$ cat config.mk
export PLATFORM = sky130hd
export DESIGN_NAME = cca_top
export DESIGN_NICKNAME = d
export VERILOG_FILES = /design/src/hdl/cca_unit.v /design/src/hdl/cca_top.v
export VERILOG_INCLUDE_DIRS = /design/src /design/src/hdl
export SDC_FILE = /design/constraint.sdc
export NUM_CORES = 1
export LEC_CHECK = 0
export BUFFER_PORTS_ARGS = -buffer_cell sky130_fd_sc_hd__buf_2
export CAP_MARGIN = 20
export CORE_MARGIN = 8
export CORE_UTILIZATION = 52
export CTS_CLUSTER_SIZE = 30
export DETAILED_ROUTE_END_ITERATION = 7
export GPL_TIMING_DRIVEN = 0
export PLACE_DENSITY = 0.66
export SYNTH_ARGS = -nofsm -noshare
export SYNTH_HDL_FRONTEND = slang
export SYNTH_SLANG_ARGS = --single-unit
$ cat constraint.sdc
create_clock -name clock -period 5.2 [get_ports clock]
set_clock_uncertainty 0.2 [all_clocks]
set_input_delay 1.04 -clock clock [delete_from_list [all_inputs] [get_ports clock]]
set_output_delay 1.04 -clock clock [all_outputs]
set_load 0.05 [all_outputs]
$ cat src/hdl/cca_map.vh
`ifndef CCA_MAP_VH
`define CCA_MAP_VH
// special function register addresses
`define CCA_ADDR_CTRL     8'hd8
`define CCA_ADDR_AMODE    8'hd9
`define CCA_ADDR_MODE0    8'hda
`define CCA_ADDR_CNTL     8'he9
`define CCA_ADDR_CMPL0    8'hea
`define CCA_ADDR_CNTH     8'hf9
`define CCA_ADDR_CMPH0    8'hfa
// module mode register fields
`define CCA_MODE_COMPARE_ENABLE     6
`define CCA_MODE_RISE     5
`define CCA_MODE_FALL     4
`define CCA_MODE_HIT      3
`define CCA_MODE_FLIP     2
`define CCA_MODE_DUTY     1
`define CCA_MODE_IRQ      0
// array control register fields
`define CCA_CTRL_OVF      7
`define CCA_CTRL_RUN      6
// array mode register fields
`define CCA_AMODE_IDLE    7
`define CCA_AMODE_WDOG    6
`define CCA_AMODE_OVFIE   0
`define CCA_AMODE_MASK    8'hc7
// reset values and counter maxima
`define CCA_RST_BYTE      8'h00
`define CCA_RST_MODE      7'h00
`define CCA_RST_PIN       1'b1
`define CCA_CNT_MAX       16'hffff
`define CCA_CNTL_MAX      8'hff
`endif

$ cat src/hdl/cca_unit.v
`timescale 1ns/10ps
`include "cca_map.vh"
// one compare/capture module on the shared counter
module cca_unit (
	// clock and reset
	input  wire        clock,
	input  wire        rst,
	// register writes
	input  wire [7:0]  wdata,
	input  wire        wr_mode,
	input  wire        wr_low,
	input  wire        wr_high,
	input  wire        wr_flag,
	input  wire        flag_d,
	// shared counter
	input  wire [15:0] cnt,
	input  wire        step,
	input  wire        wrap,
	// filtered pin level
	input  wire        pin_lvl,
	// state
	output reg  [6:0]  mode_r,
	output reg  [7:0]  cmp_low_r,
	output reg  [7:0]  cmp_high_r,
	output reg         flag_r,
	output reg         pin_out_r,
	output reg         pin_oe_n_r,
	output wire        hit
);
	reg        lvl_d_r;
	wire       compare_enable   = mode_r[`CCA_MODE_COMPARE_ENABLE];
	wire       rise   = pin_lvl & ~lvl_d_r;
	wire       fall   = ~pin_lvl & lvl_d_r;
	wire       grab   = (mode_r[`CCA_MODE_RISE] & rise) | (mode_r[`CCA_MODE_FALL] & fall);
	wire       pwm_on = mode_r[`CCA_MODE_DUTY] & compare_enable;
	wire       hso_on = mode_r[`CCA_MODE_FLIP] & mode_r[`CCA_MODE_HIT] & compare_enable;

	// match only on a fresh counter value, so one value fires once
	assign hit = step & compare_enable & (cnt == {cmp_high_r, cmp_low_r});

	// edge detect on successive filtered samples
	always @(posedge clock) begin
		if (rst) begin
			lvl_d_r <= `CCA_RST_PIN; // idle level of a pulled-up pin, so no edge follows reset
		end else begin
			lvl_d_r <= pin_lvl;
		end
	end

	// mode and compare bytes, with write side effects on enable
	always @(posedge clock) begin
		if (rst) begin
			mode_r     <= `CCA_RST_MODE;
			cmp_low_r  <= `CCA_RST_BYTE;
			cmp_high_r <= `CCA_RST_BYTE;
		end else begin
			if (wr_mode)
				mode_r <= wdata[6:0];
			else if (wr_low)
				mode_r[`CCA_MODE_COMPARE_ENABLE] <= 1'b0;
			else if (wr_high)
				mode_r[`CCA_MODE_COMPARE_ENABLE] <= 1'b1;
			if (grab)
				{cmp_high_r, cmp_low_r} <= cnt;
			else begin
				if (wr_low)
					cmp_low_r <= wdata;
				else if (wrap & pwm_on)
					cmp_low_r <= cmp_high_r;
				if (wr_high)
					cmp_high_r <= wdata;
			end
		end
	end

	// event flag: hardware set beats software write
	always @(posedge clock) begin
		if (rst) begin
			flag_r <= 1'b0;
		end else if (grab | (hit & mode_r[`CCA_MODE_HIT])) begin
			flag_r <= 1'b1;
		end else if (wr_flag) begin
			flag_r <= flag_d;
		end
	end

	// pin drive: duty compare or toggle on match, else released
	always @(posedge clock) begin
		if (rst) begin
			pin_out_r  <= `CCA_RST_PIN;
			pin_oe_n_r <= 1'b1;
		end else begin
			pin_oe_n_r <= ~(pwm_on | hso_on);
			if (pwm_on)
				pin_out_r <= (cnt[7:0] >= cmp_low_r);
			else if (hso_on & hit)
				pin_out_r <= ~pin_out_r;
		end
	end
endmodule

$ cat src/hdl/cca_top.v
`timescale 1ns/10ps
`include "cca_map.vh"
module cca_top #(
	parameter NUM_UNITS = 5
) (
	// clock and reset
	clock,
	rst,
	// special function register port
	sfr_addr,
	sfr_wdata,
	sfr_wr,
	sfr_rd,
	sfr_rdata_r,
	// counter time base
	count_tick,
	cpu_idle,
	// module pins
	pin_in,
	pin_out_r,
	pin_oe_n_r,
	// system outputs
	irq_r,
	wdog_reset_r
);
	// *********************************************
	// ports
	// *********************************************
	input  wire                 clock;
	input  wire                 rst;
	input  wire [7:0]           sfr_addr;
	input  wire [7:0]           sfr_wdata;
	input  wire                 sfr_wr;
	input  wire                 sfr_rd;
	output reg  [7:0]           sfr_rdata_r;
	input  wire                 count_tick;
	input  wire                 cpu_idle;
	input  wire [NUM_UNITS-1:0] pin_in;
	output reg  [NUM_UNITS-1:0] pin_out_r;
	output reg  [NUM_UNITS-1:0] pin_oe_n_r;
	output reg                  irq_r;
	output reg                  wdog_reset_r;

	// watchdog lives on the last module only
	localparam WDOG_UNIT = NUM_UNITS - 1;

	// *********************************************
	// address decode
	// *********************************************
	// true when addr selects entry n of a bank starting at base
	function is_slot;
		input [7:0] addr;
		input [7:0] base;
		input [7:0] n;
		begin
			is_slot = (addr == (base + n));
		end
	endfunction

	// true when addr falls inside a bank of NUM_UNITS entries
	function in_bank;
		input [7:0] addr;
		input [7:0] base;
		reg   [7:0] off;
		begin
			off = addr - base;
			in_bank = (addr >= base) && (off < NUM_UNITS);
		end
	endfunction

	// *********************************************
	// declarations
	// *********************************************
	reg  [15:0]            cnt_r;
	reg                    step_r;
	reg                    wrap_r;
	reg                    ovf_r;
	reg                    run_r;
	reg  [7:0]             amode_r;
	reg  [NUM_UNITS-1:0]   sync1_r;
	reg  [NUM_UNITS-1:0]   sync2_r;
	reg  [NUM_UNITS-1:0]   sync3_r;
	reg  [NUM_UNITS-1:0]   lvl_r;
	reg  [7:0]             rd_nxt;
	reg  [7:0]             off_rd;
	wire [NUM_UNITS*7-1:0] mode_all;
	wire [NUM_UNITS*8-1:0] cmpl_all;
	wire [NUM_UNITS*8-1:0] cmph_all;
	wire [NUM_UNITS-1:0]   flag_all;
	wire [NUM_UNITS-1:0]   out_all;
	wire [NUM_UNITS-1:0]   oe_n_all;
	wire [NUM_UNITS-1:0]   hit_all;
	wire [NUM_UNITS-1:0]   irq_en_all;
	wire                   wr_ctrl  = sfr_wr & (sfr_addr == `CCA_ADDR_CTRL);
	wire                   wr_amode = sfr_wr & (sfr_addr == `CCA_ADDR_AMODE);
	wire                   wr_cntl  = sfr_wr & (sfr_addr == `CCA_ADDR_CNTL);
	wire                   wr_cnth  = sfr_wr & (sfr_addr == `CCA_ADDR_CNTH);
	// counting pauses in idle only when software asked for it
	wire                   advance  = count_tick & run_r &
	                                  ~(cpu_idle & amode_r[`CCA_AMODE_IDLE]);
	wire                   full     = (cnt_r == `CCA_CNT_MAX);

	// *********************************************
	// pin synchronisers
	// *********************************************
	// three stages; level accepted once stages two and three agree
	always @(posedge clock) begin
		if (rst) begin
			sync1_r <= {NUM_UNITS{`CCA_RST_PIN}}; // idle high, avoids a false edge
			sync2_r <= {NUM_UNITS{`CCA_RST_PIN}};
			sync3_r <= {NUM_UNITS{`CCA_RST_PIN}};
			lvl_r   <= {NUM_UNITS{`CCA_RST_PIN}};
		end else begin
			sync1_r <= pin_in;
			sync2_r <= sync1_r;
			sync3_r <= sync2_r;
			lvl_r   <= (sync2_r & sync3_r) | (lvl_r & (sync2_r | sync3_r));
		end
	end

	// *********************************************
	// shared counter
	// *********************************************
	// a software write beats a count in the same cycle
	always @(posedge clock) begin
		if (rst) begin
			cnt_r  <= {`CCA_RST_BYTE, `CCA_RST_BYTE};
			step_r <= 1'b0;
			wrap_r <= 1'b0;
		end else begin
			step_r <= advance | wr_cntl | wr_cnth;
			wrap_r <= advance & (cnt_r[7:0] == `CCA_CNTL_MAX);
			if (wr_cntl)
				cnt_r[7:0] <= sfr_wdata;
			else if (wr_cnth)
				cnt_r[15:8] <= sfr_wdata;
			else if (advance)
				cnt_r <= cnt_r + 16'h0001;
		end
	end

	// *********************************************
	// array control and mode registers
	// *********************************************
	// overflow flag: hardware set wins over software write
	always @(posedge clock) begin
		if (rst) begin
			ovf_r   <= 1'b0;
			run_r   <= 1'b0;
			amode_r <= `CCA_RST_BYTE;
		end else begin
			if (advance & full)
				ovf_r <= 1'b1;
			else if (wr_ctrl)
				ovf_r <= sfr_wdata[`CCA_CTRL_OVF];
			if (wr_ctrl)
				run_r <= sfr_wdata[`CCA_CTRL_RUN];
			if (wr_amode)
				amode_r <= sfr_wdata & `CCA_AMODE_MASK;
		end
	end

	// *********************************************
	// compare/capture modules
	// *********************************************
	genvar gi;
	generate
		for (gi = 0; gi < NUM_UNITS; gi = gi + 1) begin : g_unit
			localparam [7:0] IDX = gi;
			// every unit sees the same counter and wrap pulse
			cca_unit u_unit (
				.clock      (clock),
				.rst        (rst),
				.wdata      (sfr_wdata),
				.wr_mode    (sfr_wr & is_slot(sfr_addr, `CCA_ADDR_MODE0, IDX)),
				.wr_low     (sfr_wr & is_slot(sfr_addr, `CCA_ADDR_CMPL0, IDX)),
				.wr_high    (sfr_wr & is_slot(sfr_addr, `CCA_ADDR_CMPH0, IDX)),
				.wr_flag    (wr_ctrl),
				.flag_d     (sfr_wdata[gi]),
				.cnt        (cnt_r),
				.step       (step_r),
				.wrap       (wrap_r),
				.pin_lvl    (lvl_r[gi]),
				.mode_r     (mode_all[gi*7 +: 7]),
				.cmp_low_r  (cmpl_all[gi*8 +: 8]),
				.cmp_high_r (cmph_all[gi*8 +: 8]),
				.flag_r     (flag_all[gi]),
				.pin_out_r  (out_all[gi]),
				.pin_oe_n_r (oe_n_all[gi]),
				.hit        (hit_all[gi])
			);
			assign irq_en_all[gi] = mode_all[gi*7 + `CCA_MODE_IRQ];
		end
	endgenerate

	// *********************************************
	// pins, interrupt and watchdog
	// *********************************************
	// retimed so every top output comes from a local flop
	always @(posedge clock) begin
		if (rst) begin
			pin_out_r    <= {NUM_UNITS{`CCA_RST_PIN}};
			pin_oe_n_r   <= {NUM_UNITS{1'b1}};
			irq_r        <= 1'b0;
			wdog_reset_r <= 1'b0;
		end else begin
			pin_out_r    <= out_all;
			pin_oe_n_r   <= oe_n_all;
			irq_r        <= (|(flag_all & irq_en_all)) |
			                (ovf_r & amode_r[`CCA_AMODE_OVFIE]);
			// internal reset request only; no external pin is driven
			wdog_reset_r <= hit_all[WDOG_UNIT] & amode_r[`CCA_AMODE_WDOG];
		end
	end

	// *********************************************
	// register read
	// *********************************************
	// unmapped addresses read as zero; reserved bits read as zero
	always @* begin
		rd_nxt = 8'h00;
		off_rd = 8'h00;
		if (sfr_addr == `CCA_ADDR_CTRL) begin
			rd_nxt = {ovf_r, run_r, 6'h00};
			rd_nxt[NUM_UNITS-1:0] = flag_all;
		end else if (sfr_addr == `CCA_ADDR_AMODE) begin
			rd_nxt = amode_r;
		end else if (sfr_addr == `CCA_ADDR_CNTL) begin
			rd_nxt = cnt_r[7:0];
		end else if (sfr_addr == `CCA_ADDR_CNTH) begin
			rd_nxt = cnt_r[15:8];
		end else if (in_bank(sfr_addr, `CCA_ADDR_MODE0)) begin
			off_rd = sfr_addr - `CCA_ADDR_MODE0;
			rd_nxt = {1'b0, mode_all[off_rd*7 +: 7]};
		end else if (in_bank(sfr_addr, `CCA_ADDR_CMPL0)) begin
			off_rd = sfr_addr - `CCA_ADDR_CMPL0;
			rd_nxt = cmpl_all[off_rd*8 +: 8];
		end else if (in_bank(sfr_addr, `CCA_ADDR_CMPH0)) begin
			off_rd = sfr_addr - `CCA_ADDR_CMPH0;
			rd_nxt = cmph_all[off_rd*8 +: 8];
		end
	end

	// read data held until the next read strobe
	always @(posedge clock) begin
		if (rst) begin
			sfr_rdata_r <= 8'h00;
		end else if (sfr_rd) begin
			sfr_rdata_r <= rd_nxt;
		end
	end
endmodule

==> report_table.html, run 1 <==
<table>
<tr><th>Metric</th><th>Value</th></tr>
<tr><th colspan="2">Yosys</th></tr>
<tr><td>Area fraction in compound gates after synthesis</td><td>between 15 and 20%</td></tr>
<tr><td>Top flip-flop cell by instance count after synthesis</td><td>dfxtp_1</td></tr>
<tr><td>Yosys warning count</td><td>0</td></tr>
<tr><td>Area share of and/or/nand/nor cells after synthesis</td><td>19.4%</td></tr>
<tr><td>Synthesized net count</td><td>1,485</td></tr>
<tr><td>Avg Cell Area, Syn</td><td>between 8 and 9 sq um</td></tr>
<tr><td>Main combinational cell family by area after synthesis</td><td>compound AO/OA/AOI/OAI gates</td></tr>
<tr><td>Adder-cell share of the synthesized area</td><td>4.52%</td></tr>
<tr><td>Fraction of synthesized area in multiplexers</td><td>between 10% and 20%</td></tr>
<tr><td>Summed instance area of the synthesized netlist</td><td>11,900 sq um</td></tr>
<tr><td>Number of standard cells after synthesis</td><td>1,415</td></tr>
<tr><td>Synthesized-area fraction occupied by xor and xnor cells</td><td>3.68%</td></tr>
<tr><td>Distinct cells, synth</td><td>between 70 and 80</td></tr>
<tr><td>Sequential fraction of the synthesis area</td><td>33.6%</td></tr>
<tr><td>Flip-flop and latch count after synthesis</td><td>200</td></tr>
<tr><td>Fraction of synthesis flops using an asynchronous set or reset pin</td><td>0%</td></tr>
<tr><td>Number of enable flip-flop cells after synthesis</td><td>0</td></tr>
<tr><th colspan="2">STA</th></tr>
<tr><td>Number of failing hold endpoints at the final stage</td><td>0</td></tr>
<tr><td>Relative slew margins</td><td>27.7%</td></tr>
<tr><td>Count of final max-slew check failures</td><td>0</td></tr>
<tr><td>Final TNS setup</td><td>0 ns</td></tr>
<tr><td>Final setup violation count</td><td>0</td></tr>
<tr><td>Transition time of the tightest slew-check pin</td><td>1.08 ns</td></tr>
<tr><td>Final worst setup slack</td><td>0.908 ns</td></tr>
<tr><td>Period utilisation layout</td><td>82.5%</td></tr>
<tr><td>Final hold slack</td><td>between 0.2 and 0.25 ns</td></tr>
<tr><td>Time the final worst path needs with I/O delays and setup</td><td>4.29 ns</td></tr>
<tr><td>Highest Clock Rate</td><td>roughly 0.23 GHz</td></tr>
<tr><td>Setup repair after global routing missed its margin</td><td>false</td></tr>
<tr><th colspan="2">Global route</th></tr>
<tr><td>Initial antenna violation count</td><td>1</td></tr>
<tr><td>Wire length of the first global-routing pass</td><td>71.5 mm</td></tr>
<tr><td>Maximum number of pins on one net before global-route repair</td><td>23</td></tr>
<tr><td>Vias in the first global route</td><td>11,000</td></tr>
<tr><td>Total global routing track utilization</td><td>34.1%</td></tr>
<tr><td>Total global routing overflow</td><td>0</td></tr>
<tr><th colspan="2">Worst setup path</th></tr>
<tr><td>Cell at the slowest stage of the critical path</td><td>clkbuf_1</td></tr>
<tr><td>Critical Setup Path Class</td><td>in -&gt; reg</td></tr>
<tr><td>Critical Path AT</td><td>4.49 ns</td></tr>
<tr><td>Crit path max-delay family</td><td>buffers and inverters</td></tr>
<tr><td>Most prevalent standard cell on the critical path</td><td>clkbuf_1</td></tr>
<tr><td>CP Data Required Time</td><td>5.40 ns</td></tr>
<tr><td>Setup crit end kind</td><td>flip-flop</td></tr>
<tr><td>Biggest cell delay along the critical path</td><td>0.54 ns</td></tr>
<tr><td>Number of buffers and inverters on the critical path</td><td>7</td></tr>
<tr><td>Crit-path max FO</td><td>10</td></tr>
<tr><td>Cell chain of the critical path</td><td>buf_2 &gt; buf_4 &gt; inv_1 &gt; clkbuf_1 &gt; ha_1 &gt; clkbuf_1 &gt; buf_1 &gt; clkbuf_1 &gt; nand2_1 &gt; o31ai_1 &gt; a22oi_1 &gt; o21ai_0 &gt; a22o_1</td></tr>
<tr><td>Reg2Reg Setup Slack</td><td>1.77 ns</td></tr>
<tr><td>Startpoint type of the worst setup path</td><td>input pin</td></tr>
<tr><th colspan="2">Floorplan</th></tr>
<tr><td>Die boundary width</td><td>between 150 and 200 microns</td></tr>
<tr><td>Starting density of the core</td><td>52.8%</td></tr>
<tr><td>Standard cell core area</td><td>22,600 sq um</td></tr>
<tr><td>DIE AREA</td><td>28,000 sq um</td></tr>
<tr><td>Num ports</td><td>47</td></tr>
<tr><td>Die Span Y</td><td>about 170 microns</td></tr>
<tr><td>Standard-cell rows</td><td>55</td></tr>
<tr><th colspan="2">Min path</th></tr>
<tr><td>Classification of the worst-slack hold path</td><td>reg -&gt; reg</td></tr>
<tr><th colspan="2">Routing</th></tr>
<tr><td>Via-per-instance ratio</td><td>between 6 and 7</td></tr>
<tr><td>Routed wirelength normalized by instance count</td><td>27.6 microns</td></tr>
<tr><td>DR pass1 iterations</td><td>6</td></tr>
<tr><td>Total number of vias</td><td>~12,000</td></tr>
<tr><td>Drc violations</td><td>0</td></tr>
<tr><td>Sum of routed wire length over all layers</td><td>slightly below 50 mm</td></tr>
<tr><td>Antenna-violating nets left</td><td>0</td></tr>
<tr><td>Drt initial violations</td><td>approximately 1,800</td></tr>
<tr><th colspan="2">Layout</th></tr>
<tr><td>Final nets</td><td>1,541</td></tr>
<tr><td>Most common library cell in the layout ignoring fill and taps</td><td>dfxtp_1</td></tr>
<tr><td>Summed area of non-filler cells in the final layout</td><td>13,100 sq um</td></tr>
<tr><td>Ratio of cells with drive above 1 in the final layout</td><td>between 10% and 20%</td></tr>
<tr><td>Commonest non-fill, non-tap cells in the layout</td><td>dfxtp_1, nor2_1, mux2i_1</td></tr>
<tr><td>Layout Area Growth over Synthesis</td><td>9.72%</td></tr>
<tr><th colspan="2">Clocking</th></tr>
<tr><td>Number of clock buffers inserted by TritonCTS</td><td>17</td></tr>
<tr><td>Max clock buf depth</td><td>2</td></tr>
<tr><td>Post-cts sizing count</td><td>0</td></tr>
<tr><td>TritonCTS clock tree</td><td>yes</td></tr>
<tr><td>Total of hold buffers inserted after clock tree synthesis</td><td>0</td></tr>
<tr><td>Clock transition at the register clock pins on the worst setup and hold paths after CTS</td><td>0.08 ns</td></tr>
<tr><td>Number of clock sinks</td><td>200</td></tr>
<tr><td>Number of post-CTS setup repair buffers</td><td>0</td></tr>
<tr><td>Clk_lat worst skew</td><td>about 0.45 ns</td></tr>
<tr><td>Root buffer selected by CTS</td><td>clkbuf_16</td></tr>
<tr><td>H-tree depth</td><td>4</td></tr>
<tr><th colspan="2">Power</th></tr>
<tr><td>Peak VDD IR</td><td>0.196 mV</td></tr>
<tr><td>Final Power</td><td>3.16 mW</td></tr>
<tr><td>Pwr Density</td><td>~240 nW/um^2</td></tr>
<tr><td>Static Leakage</td><td>5.23 nW</td></tr>
<tr><th colspan="2">Flow run</th></tr>
<tr><td>Max cap viols</td><td>0</td></tr>
<tr><th colspan="2">Placed design</th></tr>
<tr><td>Number of buffer cells added on primary ports</td><td>37</td></tr>
<tr><td>Placer's final routability congestion estimate</td><td>1.03</td></tr>
<tr><td>Setup WS pre-CTS</td><td>0.691 ns</td></tr>
<tr><td>Half-perimeter wire length after detailed placement</td><td>36.2 mm</td></tr>
<tr><td>DP Area</td><td>roughly 12,000 sq um</td></tr>
<tr><th colspan="2">Run status</th></tr>
<tr><td>Outcome</td><td>completed</td></tr>
</table>
## worst reg2reg max path, cell delays in order (launching register included)
cell      delay [ns]
dfxtp_1         0.34
clkbuf_1        0.60
inv_1           0.33
ha_1            0.42
nand2b_1        0.18
a221oi_1        0.31
nor2_1          0.09
o31ai_1         0.46
o41ai_1         0.16
a22o_1          0.25
## logic make-up after synthesis
kind of cell               after synthesis
and+or+nand+nor                        470
AOI/OAI and AO/OA                      341
DFF                                    200
buffers and inverters                  172
muxes                                  139
xor gates and xnor gates                50
adders and majority gates               43
## cell type report
type                    instances  area [sq um]
well taps                     285           357
flip-flops and latches        200          4000
clock buffers                  17           425
multi-input cells            1043          7170
clock inverters                15           188
plain buffers                 120           546
repair buffers                 37           185
diodes                          1          2.50
inverters                      52           195
fillers                      2141          9500
## registers in the layout, indices dropped and copies added (netlist names)
signal and flops:
lvl_r 5, sync2_r 5, sfr_rdata_r 8, amode_r 5, step_r 1, pin_out_r 5
irq_r 1, pin_oe_n_r 5, cnt_r 16, g_unit.u_unit.lvl_d_r 5, g_unit.u_unit.mode_r 35, g_unit.u_unit.flag_r 5
wdog_reset_r 1, sync1_r 5, sync3_r 5, run_r 1, g_unit.u_unit.cmp_high_r 40, ovf_r 1
g_unit.u_unit.pin_oe_n_r 5, g_unit.u_unit.cmp_low_r 40, g_unit.u_unit.pin_out_r 5, wrap_r 1
## cell usage after synthesis, types with 6 or more instances
master	count	share of area, %
nor4_1	13	0.68
nand3b_1	7	0.44
buf_2	22	0.92
a311oi_1	20	1.5
a22oi_1	12	0.76
o31ai_1	7	0.44
a21oi_1	84	3.5
clkbuf_1	76	2.4
or3_1	6	0.32
nand2b_1	11	0.58
dfxtp_1	200	34
xor2_1	41	3.0
or2_2	29	1.5
o21bai_1	7	0.44
xnor2_1	9	0.66
a21o_1	14	0.88
nor2b_1	16	0.84
ha_1	43	4.5
nand4_1	25	1.3
mux2i_1	113	9.5
a22o_1	27	2.0
inv_1	51	1.6
a211oi_1	54	3.4
nand3_1	50	2.1
a31oi_1	10	0.53
o21ai_0	44	1.8
buf_4	10	0.63
mux2_2	13	1.2
nor2_1	148	4.7
o22ai_1	13	0.68
buf_1	8	0.25
nor3_1	11	0.46
nand2_1	112	3.5
mux4_2	13	2.5
o21a_1	11	0.69
and3_1	8	0.42
## through the flow
| step | utilization (%) | std cells |
|---|---|---|
| 2_1_floorplan | - | 1415 |
| 3_3_place_gp | 55.2 | 1737 |
| 3_5_place_dp | 55.2 | 1737 |
| 4_1_cts | 57.9 | 1769 |
| 5_1_grt | 57.9 | 1769 |
| 6_report | 57.9 | 1770 |
## worst paths after layout
path | from | cells past startpoint | endpoint
min | g_unit[3].u_unit.pin_oe_n_r$_SDFF_PP1_ | 1 | pin_oe_n_r[3]$_SDFF_PP1_
max | sfr_addr[1] | 13 | sfr_rdata_r[7]$_SDFFE_PP0P_
min reg2reg | g_unit[3].u_unit.pin_oe_n_r$_SDFF_PP1_ | 1 | pin_oe_n_r[3]$_SDFF_PP1_
max reg2reg | cnt_r[0]$_SDFFE_PP0P_ | 9 | g_unit[4].u_unit.pin_out_r$_SDFFE_PP1P_
## where the power goes
group	leakage [nW]	total (mW)	internal [mW]	switching, mW
sequential	1.62	1.54	1.54	0.00494
combinational	3.32	0.221	0.0536	0.167
clock	0.297	1.40	0.659	0.741
## per-layer routing
metal / up-vias / global-route usage, % / share of wire [%]
met5: - / 0 / 0.014
met4: 2 / 20.4 / 6.6
met3: 197 / 8.30 / 12
met2: 860 / 49.5 / 42
met1: 5661 / 45.1 / 40
li1: 5199 / - / -
(Power assumes the default switching activity.)
==> run 2, diff against run 1 <==
PLACE_DENSITY = 0.69   (was 0.66)
clock period = 3.8 ns   (was 5.2 ns; I/O delays follow)
==> report_table.html, run 2 (same netlist as run 1, synthesis figures left out) <==
<table>
<tr><th>Metric</th><th>Value</th></tr>
<tr><th colspan="2">Run status</th></tr>
<tr><td>Outcome</td><td>completed (unchanged)</td></tr>
<tr><th colspan="2">Layout</th></tr>
<tr><td>Layout Area Growth over Synthesis</td><td>9.88% (was 9.72%)</td></tr>
<tr><td>Commonest non-fill, non-tap cells in the layout</td><td>dfxtp_1, nor2_1, mux2i_1 (unchanged)</td></tr>
<tr><td>Diode count</td><td>0 (was 1)</td></tr>
<tr><td>Post-route core utilization</td><td>58.0% (was 57.9%)</td></tr>
<tr><td>Summed area of non-filler cells in the final layout</td><td>13,100 sq um (about the same)</td></tr>
<tr><td>Registers with the most flip-flops</td><td>g_unit.u_unit.cmp_high_r (40), g_unit.u_unit.cmp_low_r (40), g_unit.u_unit.mode_r (35) (unchanged)</td></tr>
<tr><td>Most common library cell in the layout ignoring fill and taps</td><td>dfxtp_1 (unchanged)</td></tr>
<tr><td>Ratio of cells with drive above 1 in the final layout</td><td>12.5% (was 12.4%)</td></tr>
<tr><td>Number of fill cells</td><td>2,168 (was 2,141)</td></tr>
<tr><td>Final nets</td><td>1,541 (unchanged)</td></tr>
<tr><th colspan="2">Clocking</th></tr>
<tr><td>Clk_lat worst skew</td><td>0.46 ns (was 0.45 ns)</td></tr>
<tr><td>Max clock buf depth</td><td>2 (unchanged)</td></tr>
<tr><td>Number of clock buffers inserted by TritonCTS</td><td>17 (unchanged)</td></tr>
<tr><td>TritonCTS clock tree</td><td>yes (unchanged)</td></tr>
<tr><td>Total of hold buffers inserted after clock tree synthesis</td><td>0 (unchanged)</td></tr>
<tr><td>Number of clock sinks</td><td>200 (unchanged)</td></tr>
<tr><td>Root buffer selected by CTS</td><td>clkbuf_16 (unchanged)</td></tr>
<tr><td>Clock transition at the register clock pins on the worst setup and hold paths after CTS</td><td>0.09 ns (was 0.08 ns)</td></tr>
<tr><td>H-tree depth</td><td>4 (unchanged)</td></tr>
<tr><td>Number of post-CTS setup repair buffers</td><td>0 (unchanged)</td></tr>
<tr><th colspan="2">Routing</th></tr>
<tr><td>Sum of routed wire length over all layers</td><td>50.5 mm (was 48.8 mm)</td></tr>
<tr><td>Antenna-violating nets left</td><td>0 (unchanged)</td></tr>
<tr><td>Routed wirelength normalized by instance count</td><td>28.5 microns (was 27.6 microns)</td></tr>
<tr><td>Metal1 wirelength</td><td>20.6 mm (was 19.6 mm)</td></tr>
<tr><td>Total number of vias</td><td>11,700 (was 11,900)</td></tr>
<tr><td>DR WL met2</td><td>21.0 mm (was 20.3 mm)</td></tr>
<tr><td>Top layer in use</td><td>met4 (was met5)</td></tr>
<tr><td>Drc violations</td><td>0 (unchanged)</td></tr>
<tr><td>DR pass1 iterations</td><td>5 (was 6)</td></tr>
<tr><td>Drt initial violations</td><td>1,586 (was 1,766)</td></tr>
<tr><td>Met3 wire len</td><td>5.79 mm (was 5.66 mm)</td></tr>
<tr><td>Via-per-instance ratio</td><td>6.62 (was 6.73)</td></tr>
<tr><th colspan="2">Floorplan</th></tr>
<tr><td>Starting density of the core</td><td>52.8% (unchanged)</td></tr>
<tr><td>Num ports</td><td>47 (unchanged)</td></tr>
<tr><td>Die boundary width</td><td>167 microns (unchanged)</td></tr>
<tr><td>Die Span Y</td><td>167 microns (unchanged)</td></tr>
<tr><td>Standard-cell rows</td><td>55 (unchanged)</td></tr>
<tr><td>DIE AREA</td><td>28,000 sq um (unchanged)</td></tr>
<tr><td>Standard cell core area</td><td>22,600 sq um (unchanged)</td></tr>
<tr><th colspan="2">STA</th></tr>
<tr><td>Setup repair after global routing missed its margin</td><td>false (unchanged)</td></tr>
<tr><td>Highest Clock Rate</td><td>0.274 GHz</td></tr>
<tr><td>Final hold slack</td><td>0.205 ns (was 0.212 ns)</td></tr>
<tr><td>Count of final max-slew check failures</td><td>0 (unchanged)</td></tr>
<tr><td>Final TNS setup</td><td>0 ns (unchanged)</td></tr>
<tr><td>Transition time of the tightest slew-check pin</td><td>1.12 ns (was 1.08 ns)</td></tr>
<tr><td>Number of failing hold endpoints at the final stage</td><td>0 (unchanged)</td></tr>
<tr><td>Relative slew margins</td><td>25.3% (was 27.7%)</td></tr>
<tr><td>Final setup violation count</td><td>0 (unchanged)</td></tr>
<tr><td>Time the final worst path needs with I/O delays and setup</td><td>approximately 3.6 ns</td></tr>
<tr><td>Period utilisation layout</td><td>95.9%</td></tr>
<tr><th colspan="2">Worst setup path</th></tr>
<tr><td>R2R depth</td><td>8 (was 9)</td></tr>
<tr><td>Crit-path max FO</td><td>11 (was 10)</td></tr>
<tr><td>Critical register-to-register path startpoint</td><td>cnt_r[10]$_SDFFE_PP0P_ (was cnt_r[0]$_SDFFE_PP0P_)</td></tr>
<tr><td>Critical Setup Path Class</td><td>in -&gt; reg (unchanged)</td></tr>
<tr><td>Startpoint type of the worst setup path</td><td>input pin (unchanged)</td></tr>
<tr><td>CP Data Required Time</td><td>3.95 ns (was 5.40 ns)</td></tr>
<tr><td>Critical Path AT</td><td>3.80 ns (was 4.49 ns)</td></tr>
<tr><td>Reg2Reg Setup Slack</td><td>0.21 ns (was 1.77 ns)</td></tr>
<tr><td>Reg2reg end</td><td>g_unit[3].u_unit.pin_out_r$_SDFFE_PP1P_ (was g_unit[4].u_unit.pin_out_r$_SDFFE_PP1P_)</td></tr>
<tr><td>Setup crit end kind</td><td>flip-flop (unchanged)</td></tr>
<tr><th colspan="2">Power</th></tr>
<tr><td>Share of power burned in registers</td><td>48.0% (was 48.7%)</td></tr>
<tr><td>Power dissipated by switching net loads</td><td>1.29 mW (was 0.913 mW)</td></tr>
<tr><td>Internal power component</td><td>3.10 mW (was 2.25 mW)</td></tr>
<tr><td>Static Leakage</td><td>5.24 nW (was 5.23 nW)</td></tr>
<tr><td>Peak VDD IR</td><td>0.293 mV (was 0.196 mV)</td></tr>
<tr><td>Logic pwr share</td><td>6.9% (was 7.0%)</td></tr>
<tr><td>Final Power</td><td>4.39 mW (was 3.16 mW)</td></tr>
<tr><td>Switching portion of total power</td><td>29.4% (was 28.9%)</td></tr>
<tr><td>Pwr Density</td><td>336 nW/um^2 (was 242 nW/um^2)</td></tr>
<tr><td>Clk pwr share</td><td>45.0% (was 44.3%)</td></tr>
<tr><th colspan="2">Global route</th></tr>
<tr><td>Total global routing overflow</td><td>0 (unchanged)</td></tr>
<tr><td>Vias in the first global route</td><td>10,900 (was 11,000)</td></tr>
<tr><td>Maximum number of pins on one net before global-route repair</td><td>23 (unchanged)</td></tr>
<tr><td>Total global routing track utilization</td><td>35.3% (was 34.1%)</td></tr>
<tr><td>Wire length of the first global-routing pass</td><td>73.1 mm (was 71.5 mm)</td></tr>
<tr><td>Initial antenna violation count</td><td>0 (was 1)</td></tr>
<tr><th colspan="2">Min path</th></tr>
<tr><td>Hold Path Origin</td><td>g_unit[4].u_unit.pin_oe_n_r$_SDFF_PP1_ (was g_unit[3].u_unit.pin_oe_n_r$_SDFF_PP1_)</td></tr>
<tr><td>Endpoint of the worst hold path</td><td>pin_oe_n_r[4]$_SDFF_PP1_ (was pin_oe_n_r[3]$_SDFF_PP1_)</td></tr>
<tr><td>Classification of the worst-slack hold path</td><td>reg -&gt; reg (unchanged)</td></tr>
<tr><td>Hold-critical path depth</td><td>1 (unchanged)</td></tr>
<tr><th colspan="2">Placed design</th></tr>
<tr><td>Number of buffer cells added on primary ports</td><td>37 (unchanged)</td></tr>
<tr><td>Placer's final routability congestion estimate</td><td>1.02 (was 1.03)</td></tr>
<tr><td>DP Area</td><td>12,500 sq um (unchanged)</td></tr>
<tr><td>Half-perimeter wire length after detailed placement</td><td>37.7 mm (was 36.2 mm)</td></tr>
<tr><th colspan="2">Flow run</th></tr>
<tr><td>Max cap viols</td><td>0 (unchanged)</td></tr>
</table>
==> run 2: cell count changes in the layout (fill, tap and decap cells not counted), sizes merged <==
cell	change
clkinvlp	+1
inv	-1
clkinv	-1
diode	-1
buf	+1
==> run 2: per-layer routing <==
layer  global-route usage, %  vias to the layer above
met5                       0                        -
met4                    19.9                        0
met3                    9.57                      157
met2                    51.3                      798
met1                    46.4                     5564
li1                        -                     5196
==> run 2: worst max-delay path, cell delays in order <==
cell and delay (ns):
buf_2 0.12, buf_4 0.19, inv_1 0.16, clkbuf_2 0.27, ha_1 0.65, buf_1 0.44, clkbuf_1 0.46, nand2_1 0.10
o21ai_0 0.13, nand2_1 0.12, o2111a_1 0.15, a211oi_1 0.25
==> run 2: cell type report <==
class                   count  area [sq um]  area share [%]
multi-input cells        1043          7170            54.8
flip-flops and latches    200          4000            30.6
clock buffers              18           439            3.36
well taps                 285           357            2.72
clock inverters            14           188            1.43
repair buffers             38           196            1.50
plain buffers             119           543            4.15
inverters                  52           195            1.49
==> run 2: how the worst max path moves through the flow <==
stage,start,end,cells after the start
floorplan,sfr_addr[1],sfr_rdata_r[4]$_SDFFE_PP0P_,10
global placement,sfr_addr[1],sfr_rdata_r[5]$_SDFFE_PP0P_,13
detailed placement,sfr_addr[1],sfr_rdata_r[7]$_SDFFE_PP0P_,13
CTS,sfr_addr[1],sfr_rdata_r[7]$_SDFFE_PP0P_,13
global route,sfr_addr[1],sfr_rdata_r[6]$_SDFFE_PP0P_,12
finish,sfr_addr[1],sfr_rdata_r[5]$_SDFFE_PP0P_,12
==> run 2: repair_timing <==
item | in CTS | in global routing
endpoints found under the hold margin | 0 | 0
resized for setup | 1 | 0
endpoints found under the setup margin | 4 | 6
cloned | 0 | 0
==> run 2: power groups by stage <==
stage	Sequential (mW)	Combinational, mW	Clock (mW)
floorplan	2.16	0.165	0
global placement	2.16	0.292	0
detailed placement	2.16	0.291	0
CTS	2.11	0.292	1.96
global route	2.11	0.314	2.06
finish	2.11	0.305	1.98
==> run 2: through the flow <==
stage / cells / worst slack, ns
2_1_floorplan: 1415 / 0.537
3_3_place_gp: 1737 / -0.542
3_5_place_dp: 1737 / -0.550
4_1_cts: 1769 / 0.0798
5_1_grt: 1769 / 0.00163
6_report: 1769 / 0.154
